File: src/pkg/smt_map.vh
// Register offsets, field positions, reset values and mode codes of the
// signal measurement timer. Assumes a 32-bit AXI4-Lite register window.
`ifndef SMT_MAP_VH
`define SMT_MAP_VH
`define OFF_CON0        8'h00
`define OFF_CON1        8'h04
`define OFF_STAT        8'h08
`define OFF_CLKSEL      8'h0C
`define OFF_COUNTER     8'h10
`define OFF_WIDTH       8'h14
`define OFF_PERIOD      8'h18
`define OFF_MATCH       8'h1C
`define CON0_PRESCALE   1:0
`define CON0_CLOCK_POLARITY       2
`define CON0_SIGNAL_POLARITY       3
`define CON0_WINDOW_POLARITY       4
`define CON0_HALT       5
`define CON0_NARROW     6
`define CON1_MODE       3:0
`define CON1_REPEAT     6
`define CON1_RUN        7
`define STAT_WIDTH_UPD  0
`define STAT_PERIOD_UPD 1
`define STAT_CLEAR      2
`define STAT_WIN_LVL    3
`define STAT_SIG_LVL    4
`define STAT_RUNNING    5
`define STAT_WIDTH_FLG  8
`define STAT_PERIOD_FLG 9
`define STAT_MATCH_FLG  10
`define CON0_RESET      8'h00
`define CON1_RESET      8'h00
`define CLKSEL_RESET    3'h0
`define MATCH_RESET     24'hFFFFFF
`define MODE_TIMER      4'h0
`define MODE_GATED      4'h1
`define MODE_DUTY       4'h2
`define MODE_HILO       4'h3
`define MODE_WINDOW     4'h4
`define MODE_GATEWIN    4'h5
`define MODE_FLIGHT     4'h6
`define MODE_CAPTURE    4'h7
`define MODE_COUNT      4'h8
`define MODE_GCOUNT     4'h9
`define MODE_WCOUNT     4'hA
`define SRC_SYS         3'h0
`define SRC_SYS_DIV4    3'h1
`define SRC_FAST        3'h2
`define SRC_SLOW        3'h3
`define SRC_MID         3'h4
`define RESP_OKAY       2'h0
`define RESP_SLVERR     2'h2
`endif

File: src/core/clock_front.v
// Clock source selection and prescaler producing a one-cycle tick.
// Assumes oscillator pins are asynchronous to mclk and slower than mclk/2.
`timescale 1ns/100ps
`include "smt_map.vh"
module clock_front (
	input  wire       mclk,
	input  wire       resetn,
	input  wire       fast_internal_oscillator,
	input  wire       slow_internal_oscillator,
	input  wire       mid_internal_oscillator,
	input  wire [2:0] clock_source_select,
	input  wire [1:0] prescale_select,
	input  wire       clock_polarity,
	output reg        clock_tick
);
	wire [2:0] osc_pin;
	reg  [2:0] sync1_reg;
	reg  [2:0] sync2_reg;
	reg  [2:0] last_reg;
	wire [2:0] osc_edge;
	reg  [1:0] div4_reg;
	reg  [2:0] pre_reg;
	reg        raw_tick;
	wire [2:0] pre_mask;

	assign osc_pin = {mid_internal_oscillator, slow_internal_oscillator,
		fast_internal_oscillator};
	assign pre_mask = (3'h1 << prescale_select) - 3'h1;

	genvar i;
	generate
		for (i = 0; i < 3; i = i + 1) begin : osc_sync
			always @(posedge mclk or negedge resetn) begin
				if (!resetn) begin
					sync1_reg[i] <= 1'b0;
					sync2_reg[i] <= 1'b0;
					last_reg[i]  <= 1'b0;
				end else begin
					sync1_reg[i] <= osc_pin[i];
					sync2_reg[i] <= sync1_reg[i];
					last_reg[i]  <= sync2_reg[i];
				end
			end
			// Inverted polarity counts falling edges instead.
			assign osc_edge[i] = clock_polarity ?
				(last_reg[i] & ~sync2_reg[i]) : (sync2_reg[i] & ~last_reg[i]);
		end
	endgenerate

	always @* begin
		case (clock_source_select)
		`SRC_SYS:      raw_tick = 1'b1;
		`SRC_SYS_DIV4: raw_tick = (div4_reg == 2'h3);
		`SRC_FAST:     raw_tick = osc_edge[0];
		`SRC_SLOW:     raw_tick = osc_edge[1];
		`SRC_MID:      raw_tick = osc_edge[2];
		default:       raw_tick = 1'b0;
		endcase
	end

	always @(posedge mclk or negedge resetn) begin
		if (!resetn) begin
			div4_reg   <= 2'h0;
			pre_reg    <= 3'h0;
			clock_tick <= 1'b0;
		end else begin
			div4_reg   <= div4_reg + 2'h1;
			clock_tick <= 1'b0;
			if (raw_tick) begin
				// Divide by 1, 2, 4 or 8 selected source edges.
				pre_reg    <= pre_reg + 3'h1;
				clock_tick <= ((pre_reg & pre_mask) == pre_mask);
			end
		end
	end
endmodule // clock_front

File: src/core/measure_timer.v
// Signal measurement timer with an AXI4-Lite register slave.
// Assumes signal, window and oscillator inputs are asynchronous pins.
`timescale 1ns/100ps
`include "smt_map.vh"
// Functional notes
// - 24-bit counter, byte writable, optional 16-bit width.
// - Three-bit select picks one of five clocks.
// - Prescaled clock drives counter and input sampling, except in counter modes.
// - Counter equal to match value rolls, flags.
// - Clear bit zeroes the whole counter.
// - Width latch captures on mode trigger or request.
// - Period latch captures on mode trigger or request.
// - Halt blocks rollover; match flag keeps setting.
// - Polarity bits invert window, signal and clock.
// - Window level shown in window, gated-window and gated-count modes while running.
// - Signal level shown in most modes while running.
// - Run state follows run request after sampling.
// - Single acquisition stops and clears run request.
// - Four-bit mode field; high codes reserved.
// - Timer mode counts freely, ignores input events.
// - Gated timer counts while signal active.
// - Duty mode: falls to width, rises to period.
// - High-low mode resets counter at each capture.
// - Latch updates set sticky acquisition flags.
module measure_timer (
	input  wire        mclk,
	input  wire        resetn,
	input  wire [7:0]  s_axi_awaddr,
	input  wire        s_axi_awvalid,
	output wire        s_axi_awready,
	input  wire [31:0] s_axi_wdata,
	input  wire [3:0]  s_axi_wstrb,
	input  wire        s_axi_wvalid,
	output wire        s_axi_wready,
	output reg  [1:0]  s_axi_bresp,
	output reg         s_axi_bvalid,
	input  wire        s_axi_bready,
	input  wire [7:0]  s_axi_araddr,
	input  wire        s_axi_arvalid,
	output wire        s_axi_arready,
	output reg  [31:0] s_axi_rdata,
	output reg  [1:0]  s_axi_rresp,
	output reg         s_axi_rvalid,
	input  wire        s_axi_rready,
	input  wire        measured_input,
	input  wire        window_input,
	input  wire        fast_internal_oscillator,
	input  wire        slow_internal_oscillator,
	input  wire        mid_internal_oscillator
);
	reg  [7:0]  control_register_zero;
	reg  [7:0]  control_register_one;
	reg  [2:0]  clock_select_register;
	reg  [23:0] measure_counter;
	reg  [23:0] pulse_width_latch;
	reg  [23:0] period_latch;
	reg  [23:0] period_match_value;
	reg         run_state;
	reg         width_acquired_flag;
	reg         period_acquired_flag;
	reg         match_flag;
	reg         armed_reg;
	reg         seen_fall_reg;
	reg  [7:0]  awaddr_reg;
	reg  [31:0] wdata_reg;
	reg  [3:0]  wstrb_reg;
	reg         aw_held;
	reg         w_held;
	reg  [1:0]  sig_sync;
	reg  [1:0]  win_sync;
	reg         sig_cur;
	reg         win_cur;
	wire        clock_tick;
	wire [3:0]  mode;
	wire        sig_pol;
	wire        win_pol;
	wire        step;
	wire        active;
	wire        s_rise;
	wire        s_fall;
	wire        w_rise;
	wire        w_fall;
	wire        narrow;
	wire        at_match;
	wire [23:0] count_plus;
	wire        wr_fire;
	wire        wr_stat;
	wire        window_level;
	wire        signal_level;
	wire [31:0] stat_word;
	reg         do_inc;
	reg         do_zero;
	reg         do_one;
	reg         cap_width;
	reg         cap_period;
	reg         done;
	reg         arm_set;
	reg         arm_clr;
	reg  [31:0] read_word;
	reg  [1:0]  read_resp;

	function [23:0] merge24;
		input [23:0] old;
		input [31:0] data;
		input [3:0]  strb;
		begin
			merge24[7:0]   = strb[0] ? data[7:0] : old[7:0];
			merge24[15:8]  = strb[1] ? data[15:8] : old[15:8];
			merge24[23:16] = strb[2] ? data[23:16] : old[23:16];
		end
	endfunction

	function is_counter_mode;
		input [3:0] m;
		begin
			is_counter_mode = (m == `MODE_COUNT) || (m == `MODE_GCOUNT) ||
				(m == `MODE_WCOUNT);
		end
	endfunction

	clock_front u_clock_front (
		.mclk                     (mclk),
		.resetn                   (resetn),
		.fast_internal_oscillator (fast_internal_oscillator),
		.slow_internal_oscillator (slow_internal_oscillator),
		.mid_internal_oscillator  (mid_internal_oscillator),
		.clock_source_select      (clock_select_register),
		.prescale_select          (control_register_zero[`CON0_PRESCALE]),
		.clock_polarity           (control_register_zero[`CON0_CLOCK_POLARITY]),
		.clock_tick               (clock_tick)
	);

	assign mode    = control_register_one[`CON1_MODE];
	assign narrow  = control_register_zero[`CON0_NARROW];
	assign sig_pol = sig_sync[1] ^ control_register_zero[`CON0_SIGNAL_POLARITY];
	assign win_pol = win_sync[1] ^ control_register_zero[`CON0_WINDOW_POLARITY];
	// Counter modes follow the signal itself, not the prescaled clock.
	assign step    = is_counter_mode(mode) | clock_tick;
	assign active  = run_state & control_register_one[`CON1_RUN];
	assign s_rise  = step & sig_pol & ~sig_cur;
	assign s_fall  = step & ~sig_pol & sig_cur;
	assign w_rise  = step & win_pol & ~win_cur;
	assign w_fall  = step & ~win_pol & win_cur;
	assign at_match = narrow ?
		(measure_counter[15:0] == period_match_value[15:0]) :
		(measure_counter == period_match_value);
	assign count_plus = narrow ? {8'h00, measure_counter[15:0] + 16'h0001} :
		measure_counter + 24'h000001;

	always @* begin
		do_inc = 1'b0;
		do_zero = 1'b0;
		do_one = 1'b0;
		cap_width = 1'b0;
		cap_period = 1'b0;
		done = 1'b0;
		arm_set = 1'b0;
		arm_clr = 1'b0;
		if (active && step) begin
			case (mode)
			`MODE_TIMER: do_inc = 1'b1;
			`MODE_GATED: begin
				do_inc = sig_pol;
				cap_width = s_fall;
				done = s_fall;
			end
			`MODE_DUTY: begin
				do_inc = 1'b1;
				cap_width = s_fall;
				cap_period = s_rise;
				do_one = s_rise;
				done = s_rise;
			end
			`MODE_HILO: begin
				do_inc = armed_reg;
				arm_set = s_rise;
				cap_width = s_fall & armed_reg;
				cap_period = s_rise & seen_fall_reg;
				do_zero = cap_width | cap_period;
				done = cap_period;
			end
			`MODE_WINDOW, `MODE_GATEWIN: begin
				do_inc = armed_reg & (mode == `MODE_WINDOW | sig_pol);
				arm_set = w_rise;
				cap_period = w_rise & armed_reg;
				do_zero = cap_period;
				done = cap_period;
			end
			`MODE_FLIGHT: begin
				do_inc = armed_reg;
				arm_set = w_rise;
				cap_width = w_rise & armed_reg;
				cap_period = s_rise & armed_reg;
				arm_clr = cap_period;
				do_zero = cap_width | cap_period;
				done = cap_period;
			end
			`MODE_CAPTURE: begin
				do_inc = 1'b1;
				cap_period = w_rise;
				cap_width = w_fall;
				done = w_rise;
			end
			`MODE_COUNT, `MODE_GCOUNT: begin
				do_inc = s_rise & (mode == `MODE_COUNT | win_pol);
				cap_width = w_fall;
				done = w_fall;
			end
			`MODE_WCOUNT: begin
				do_inc = s_rise & armed_reg;
				arm_set = w_rise;
				cap_width = w_fall & armed_reg;
				cap_period = w_rise & armed_reg;
				done = cap_period;
			end
			default: ;
			endcase
		end
	end

	assign s_axi_awready = ~aw_held & ~s_axi_bvalid;
	assign s_axi_wready  = ~w_held & ~s_axi_bvalid;
	assign s_axi_arready = ~s_axi_rvalid;
	assign wr_fire = aw_held & w_held & ~s_axi_bvalid;
	assign wr_stat = wr_fire && awaddr_reg == `OFF_STAT && wstrb_reg[0];

	always @(posedge mclk or negedge resetn) begin
		if (!resetn) begin
			sig_sync <= 2'b00;
			win_sync <= 2'b00;
			sig_cur  <= 1'b0;
			win_cur  <= 1'b0;
		end else begin
			sig_sync <= {sig_sync[0], measured_input};
			win_sync <= {win_sync[0], window_input};
			if (step) begin
				sig_cur <= sig_pol;
				win_cur <= win_pol;
			end
		end
	end

	always @(posedge mclk or negedge resetn) begin
		if (!resetn) begin
			control_register_zero <= `CON0_RESET;
			control_register_one  <= `CON1_RESET;
			clock_select_register <= `CLKSEL_RESET;
			period_match_value    <= `MATCH_RESET;
			measure_counter       <= 24'h000000;
			pulse_width_latch     <= 24'h000000;
			period_latch          <= 24'h000000;
			run_state             <= 1'b0;
			width_acquired_flag   <= 1'b0;
			period_acquired_flag  <= 1'b0;
			match_flag            <= 1'b0;
			armed_reg             <= 1'b0;
			seen_fall_reg         <= 1'b0;
			aw_held               <= 1'b0;
			w_held                <= 1'b0;
			awaddr_reg            <= 8'h00;
			wdata_reg             <= 32'h00000000;
			wstrb_reg             <= 4'h0;
			s_axi_bvalid          <= 1'b0;
			s_axi_bresp           <= `RESP_OKAY;
		end else begin
			if (step)
				run_state <= control_register_one[`CON1_RUN];
			if (!active) begin
				armed_reg <= 1'b0;
				seen_fall_reg <= 1'b0;
			end else begin
				if (arm_set)
					armed_reg <= 1'b1;
				if (arm_clr)
					armed_reg <= 1'b0;
				if (mode == `MODE_HILO && s_fall && armed_reg)
					seen_fall_reg <= 1'b1;
				if (cap_period)
					seen_fall_reg <= 1'b0;
			end
			if (do_one)
				measure_counter <= 24'h000001;
			else if (do_zero)
				measure_counter <= 24'h000000;
			else if (do_inc && at_match) begin
				// Halted, the counter parks on the match value.
				if (!control_register_zero[`CON0_HALT])
					measure_counter <= 24'h000000;
			end else if (do_inc)
				measure_counter <= count_plus;
			if (done && !control_register_one[`CON1_REPEAT])
				control_register_one[`CON1_RUN] <= 1'b0;
			// Bus handshake, then the register write itself.
			if (s_axi_awvalid && s_axi_awready) begin
				aw_held <= 1'b1;
				awaddr_reg <= s_axi_awaddr;
			end
			if (s_axi_wvalid && s_axi_wready) begin
				w_held <= 1'b1;
				wdata_reg <= s_axi_wdata;
				wstrb_reg <= s_axi_wstrb;
			end
			if (s_axi_bvalid && s_axi_bready)
				s_axi_bvalid <= 1'b0;
			if (wr_fire) begin
				aw_held <= 1'b0;
				w_held <= 1'b0;
				s_axi_bvalid <= 1'b1;
				s_axi_bresp <= `RESP_OKAY;
				if (awaddr_reg == `OFF_CON0) begin
					if (wstrb_reg[0])
						control_register_zero <= wdata_reg[7:0];
				end else if (awaddr_reg == `OFF_CON1) begin
					if (wstrb_reg[0])
						control_register_one <= wdata_reg[7:0];
				end else if (awaddr_reg == `OFF_CLKSEL) begin
					if (wstrb_reg[0])
						clock_select_register <= wdata_reg[2:0];
				end else if (awaddr_reg == `OFF_COUNTER) begin
					// Not atomic across bytes; stop the timer first.
					measure_counter <= merge24(measure_counter, wdata_reg,
						wstrb_reg);
				end else if (awaddr_reg == `OFF_MATCH) begin
					period_match_value <= merge24(period_match_value,
						wdata_reg, wstrb_reg);
				end else if (awaddr_reg != `OFF_STAT &&
					awaddr_reg != `OFF_WIDTH && awaddr_reg != `OFF_PERIOD)
					s_axi_bresp <= `RESP_SLVERR;
			end
			if (wr_stat && wdata_reg[`STAT_CLEAR])
				measure_counter <= 24'h000000;
			if (wr_stat && wdata_reg[`STAT_WIDTH_FLG])
				width_acquired_flag <= 1'b0;
			if (wr_stat && wdata_reg[`STAT_PERIOD_FLG])
				period_acquired_flag <= 1'b0;
			if (wr_stat && wdata_reg[`STAT_MATCH_FLG])
				match_flag <= 1'b0;
			// Sets come last so an event in the clearing cycle wins.
			if (cap_width || (wr_stat && wdata_reg[`STAT_WIDTH_UPD])) begin
				pulse_width_latch <= measure_counter;
				width_acquired_flag <= 1'b1;
			end
			if (cap_period || (wr_stat && wdata_reg[`STAT_PERIOD_UPD])) begin
				period_latch <= measure_counter;
				period_acquired_flag <= 1'b1;
			end
			if (do_inc && at_match)
				match_flag <= 1'b1;
		end
	end

	assign window_level = run_state && (mode == `MODE_WINDOW ||
		mode == `MODE_GCOUNT || mode == `MODE_GATEWIN) && win_cur;
	assign signal_level = run_state && mode != `MODE_WINDOW &&
		mode != `MODE_FLIGHT && mode != `MODE_CAPTURE && sig_cur;
	assign stat_word = ({31'h0, window_level} << `STAT_WIN_LVL) |
		({31'h0, signal_level} << `STAT_SIG_LVL) |
		({31'h0, run_state} << `STAT_RUNNING) |
		({31'h0, width_acquired_flag} << `STAT_WIDTH_FLG) |
		({31'h0, period_acquired_flag} << `STAT_PERIOD_FLG) |
		({31'h0, match_flag} << `STAT_MATCH_FLG);

	always @* begin
		read_resp = `RESP_OKAY;
		if (s_axi_araddr == `OFF_CON0)
			read_word = {24'h000000, control_register_zero};
		else if (s_axi_araddr == `OFF_CON1)
			read_word = {24'h000000, control_register_one};
		else if (s_axi_araddr == `OFF_STAT)
			read_word = stat_word;
		else if (s_axi_araddr == `OFF_CLKSEL)
			read_word = {29'h00000000, clock_select_register};
		else if (s_axi_araddr == `OFF_COUNTER)
			read_word = {8'h00, measure_counter};
		else if (s_axi_araddr == `OFF_WIDTH)
			read_word = {8'h00, pulse_width_latch};
		else if (s_axi_araddr == `OFF_PERIOD)
			read_word = {8'h00, period_latch};
		else if (s_axi_araddr == `OFF_MATCH)
			read_word = {8'h00, period_match_value};
		else begin
			read_word = 32'h00000000;
			read_resp = `RESP_SLVERR;
		end
	end

	always @(posedge mclk or negedge resetn) begin
		if (!resetn) begin
			s_axi_rvalid <= 1'b0;
			s_axi_rdata  <= 32'h00000000;
			s_axi_rresp  <= `RESP_OKAY;
		end else if (s_axi_arvalid && s_axi_arready) begin
			s_axi_rvalid <= 1'b1;
			s_axi_rdata  <= read_word;
			s_axi_rresp  <= read_resp;
		end else if (s_axi_rready)
			s_axi_rvalid <= 1'b0;
	end
endmodule // measure_timer

File: config.mk
export PLATFORM = sky130hd
export DESIGN_NAME = measure_timer
export DESIGN_NICKNAME = d
export VERILOG_FILES = /design/src/core/clock_front.v /design/src/core/measure_timer.v
export VERILOG_INCLUDE_DIRS = /design/src /design/src/pkg
export SDC_FILE = /design/constraint.sdc
export NUM_CORES = 1
export LEC_CHECK = 0
export ABC_AREA = 0
export BUFFER_PORTS_ARGS = -buffer_cell sky130_fd_sc_hd__buf_2
export CORE_ASPECT_RATIO = 1.75
export CORE_MARGIN = 2
export CORE_UTILIZATION = 35
export CTS_BUF_LIST = sky130_fd_sc_hd__clkbuf_4 sky130_fd_sc_hd__clkbuf_8
export DETAILED_ROUTE_END_ITERATION = 8
export SETUP_SLACK_MARGIN = 0.15
export SYNTH_ARGS = -nofsm -noshare
export SYNTH_HDL_FRONTEND = slang
export SYNTH_HIERARCHICAL = 1
export SYNTH_SLANG_ARGS = --single-unit
export TNS_END_PERCENT = 30
File: constraint.sdc
create_clock -name mclk -period 2.8 [get_ports mclk]
set_clock_uncertainty 0.2 [all_clocks]
set_input_delay 0.14 -clock mclk [delete_from_list [all_inputs] [get_ports mclk]]
set_output_delay 0.14 -clock mclk [all_outputs]
set_load 0.01 [all_outputs]
==> qor.yml <==
grt_start_max_net_pins: 94
dp_area_mm2: 0.0126
clock_path_buffers: 3
power.static_leakage_nw: 6.45
vias_per_cell: 5.35
boundary_pins: 105
synth_enable_flop_cells: 0
r2r-start: "awaddr_reg[0]"
slowest_cell_on_the_critical_path: "or4_1"
setup_slack_ps: 85.5
async_flop_share_pct: 100
detail_route.iter0.violations: 538
row_count: 85
die_y_um: 237
synth_sequential_area_ratio_pct: 47.9
routedLengthMet1_um: 11500
setup_tns_ps: 0
worstSetupPathType: "reg -> reg"
fin_crit_sh_pct: 96.9
start_kind: "register"
post-route-min-period_ps: 2710
total_power_mw: 9.18
timing_worst_slew_pin_value_ps: 905
status: "finished with violations"
final_antenna_net_count: 0
floorplan.initialDensity_pct: 35.4
clock_tree.root_cell: "clkbuf_8"
grt_antenna_before_repair: 2
r2r_slack_ps: 90
hold_path.class: "in -> async"
dieWidth_um: 137
synth_area_mm2: 0.0109
dominantRegCellSynth: "dfrtp_1"
n_fill_cell: 2850
worst_ep_required_time_ps: 3010
layout.cells.most_common_list: "dfrtp_1 (182), buf_4 (134), mux2_2 (102), nand2_1 (92), buf_2 (84)"
drc: 0
route.vias.total: 8627
post-dp-hpwl_um: 24200
post_route_cells_drive_above_1_share_pct: 43.0
grt_setup_unrepaired: "yes"
final_net_count: 1261
power_density_mw_per_mm2: 647
grt_pass1_vias: 9153
avgSynthCellArea_um2: 11.5
timing.hold.ws_ps: -16.2
critPathArrivalTime_ps: 2930
floorplan.core_area_mm2: 0.0307
violated_checks: "hold timing"
max_cap_violations: 0
port-buffer-count: 85
post-route-util_pct: 46.2
worst_setup_path_end_kind: "register"
met3_length_um: 1070
htree_levels: 2
ys_types: 86
global_route.overflow_total: 0
max-slew-margin-rel_pct: 39.4
timing_max_transition_violations_final: 0
drt_pre_antenna_iters: 7
clk_latency_ps: 550
post_synth_inst_count: 945
wl_um: 33300
cp_max_fo: 10
power.ir.vdd_worst_mv: 0.312
worstReg2RegEnd: "pulse_width_latch[17]"
die_area_mm2: 0.0326
syn2layout_area_growth_pct: 30.4
clk_pin_slew_ps: 60
crit_path_cell_trace: "or4_1 -> or3_4 -> nor4b_4 -> buf_4 -> a22oi_4 -> buf_12 -> mux2_4"
multi_input_area_mm2: 0.00546
r2r_cells: 7
groute.usage.overall_pct: 20.9
critPathLaunch: "awaddr_reg[0]"
post-route-cell-area_mm2: 0.0142
postSynthRegisterBits: 207
critical_path.max_stage_delay_ps: 510
tritoncts: "yes"
achievable-frequency_ghz: 0.368
topRoutingLayerUsed: "met4"
routed-wl-met2_um: 18000
number_of_clock_sinks: 207
final-setup-viol-count: 0
commonest_non_fill_non_tap_cell_in_the_layout: "dfrtp_1"
grt_first_pass_wirelength_um: 51800
avgRoutedWirePerCell_um: 20.6
area.sequential_mm2: 0.00521
cts_inserted_buffers: 34
report.final.hold_viol_count: 2
ys.warnings.count: 6
detailedPlace.worstSlack_ps: -71.9
place_congestion: 0.932
-- Yosys cell counts (22+ instances only) --
cell type | number | area (um^2)
o21ai_0 | 57 | 285
a21oi_1 | 24 | 120
dfrtp_1 | 183 | 4580
nor2_1 | 29 | 109
xor2_1 | 25 | 219
mux2_4 | 28 | 420
mux4_2 | 22 | 495
mux2_2 | 102 | 1150
clkbuf_1 | 50 | 188
nand2_1 | 95 | 357
dfstp_2 | 24 | 631
-- repair_timing --
| item | in CTS | in global routing |
|---|---|---|
| resized for setup | 21 | 31 |
| setup endpoints to repair | 73 | 67 |
| hold buffers | 48 | 0 |
| pin swaps | 9 | 9 |
| gates cloned | 1 | 0 |
| hold endpoints to repair | 173 | 0 |
| buffers inserted | 2 | 4 |
-- per-layer routing --
metal,vias to the layer above,global-route usage (%)
li1,3970,-
met1,4310,21.4
met2,234,38.5
met3,113,2.73
met4,0,14.2
met5,-,0
-- metrics by stage --
step	std cells	hold WS (ps)
finish	1613	-16.2
global route	1613	14.5
CTS	1607	4.72
detailed placement	1494	49.1
global placement	1494	44.4
floorplan	954	-356
-- worst max-delay path by stage --
stage                                       end  slack (ps)  cells past startpoint
after floorplan                 period_latch[0]         -40                      8
after CTS                      period_latch[16]          50                      6
after detailed placement    measure_counter[14]         -70                      7
after global routing         measure_counter[4]          20                      8
final                     pulse_width_latch[17]          90                      7
after global placement      measure_counter[10]         -60                      7
-- cell type report --
class / count / share of cell area [%]
multi-input combinational: 648 / 38.5
sequential: 207 / 36.7
timing repair buffer: 282 / 15.2
clock buffer: 53 / 4.79
tap: 391 / 3.45
clock inverter: 9 / 0.758
inverter: 21 / 0.556
antenna: 2 / 0.0353
-- logic make-up (layout without fill, tap and decap cells) --
logic type / Yosys count / after routing / share of synthesized area (%)
muxes: 169 / 169 / 20.5
adders and majority gates: 3 / 3 / 0.345
other: 1 / 12 / 0.0345
DFF: 207 / 207 / 47.9
buffers and inverters: 99 / 365 / 4.61
xor gates and xnor gates: 27 / 27 / 2.17
AOI/OAI and AO/OA: 188 / 188 / 12.0
and+or+nand+nor: 251 / 251 / 12.4
-- power by group --
group | total (mW) | internal [mW] | switching, mW
logic | 2.13 | 1.06 | 1.07
clock network | 3.02 | 1.75 | 1.28
registers | 4.02 | 3.44 | 0.575
-- critical path, delay by kind of cell (launching register included) --
family                 cells  cell delay [ps]
buffers and inverters      2              400
muxes                      1              300
DFF                        1              370
AOI/OAI and AO/OA          1              100
and+or+nand+nor            3             1230
Power figures use the tool's default switching activity.
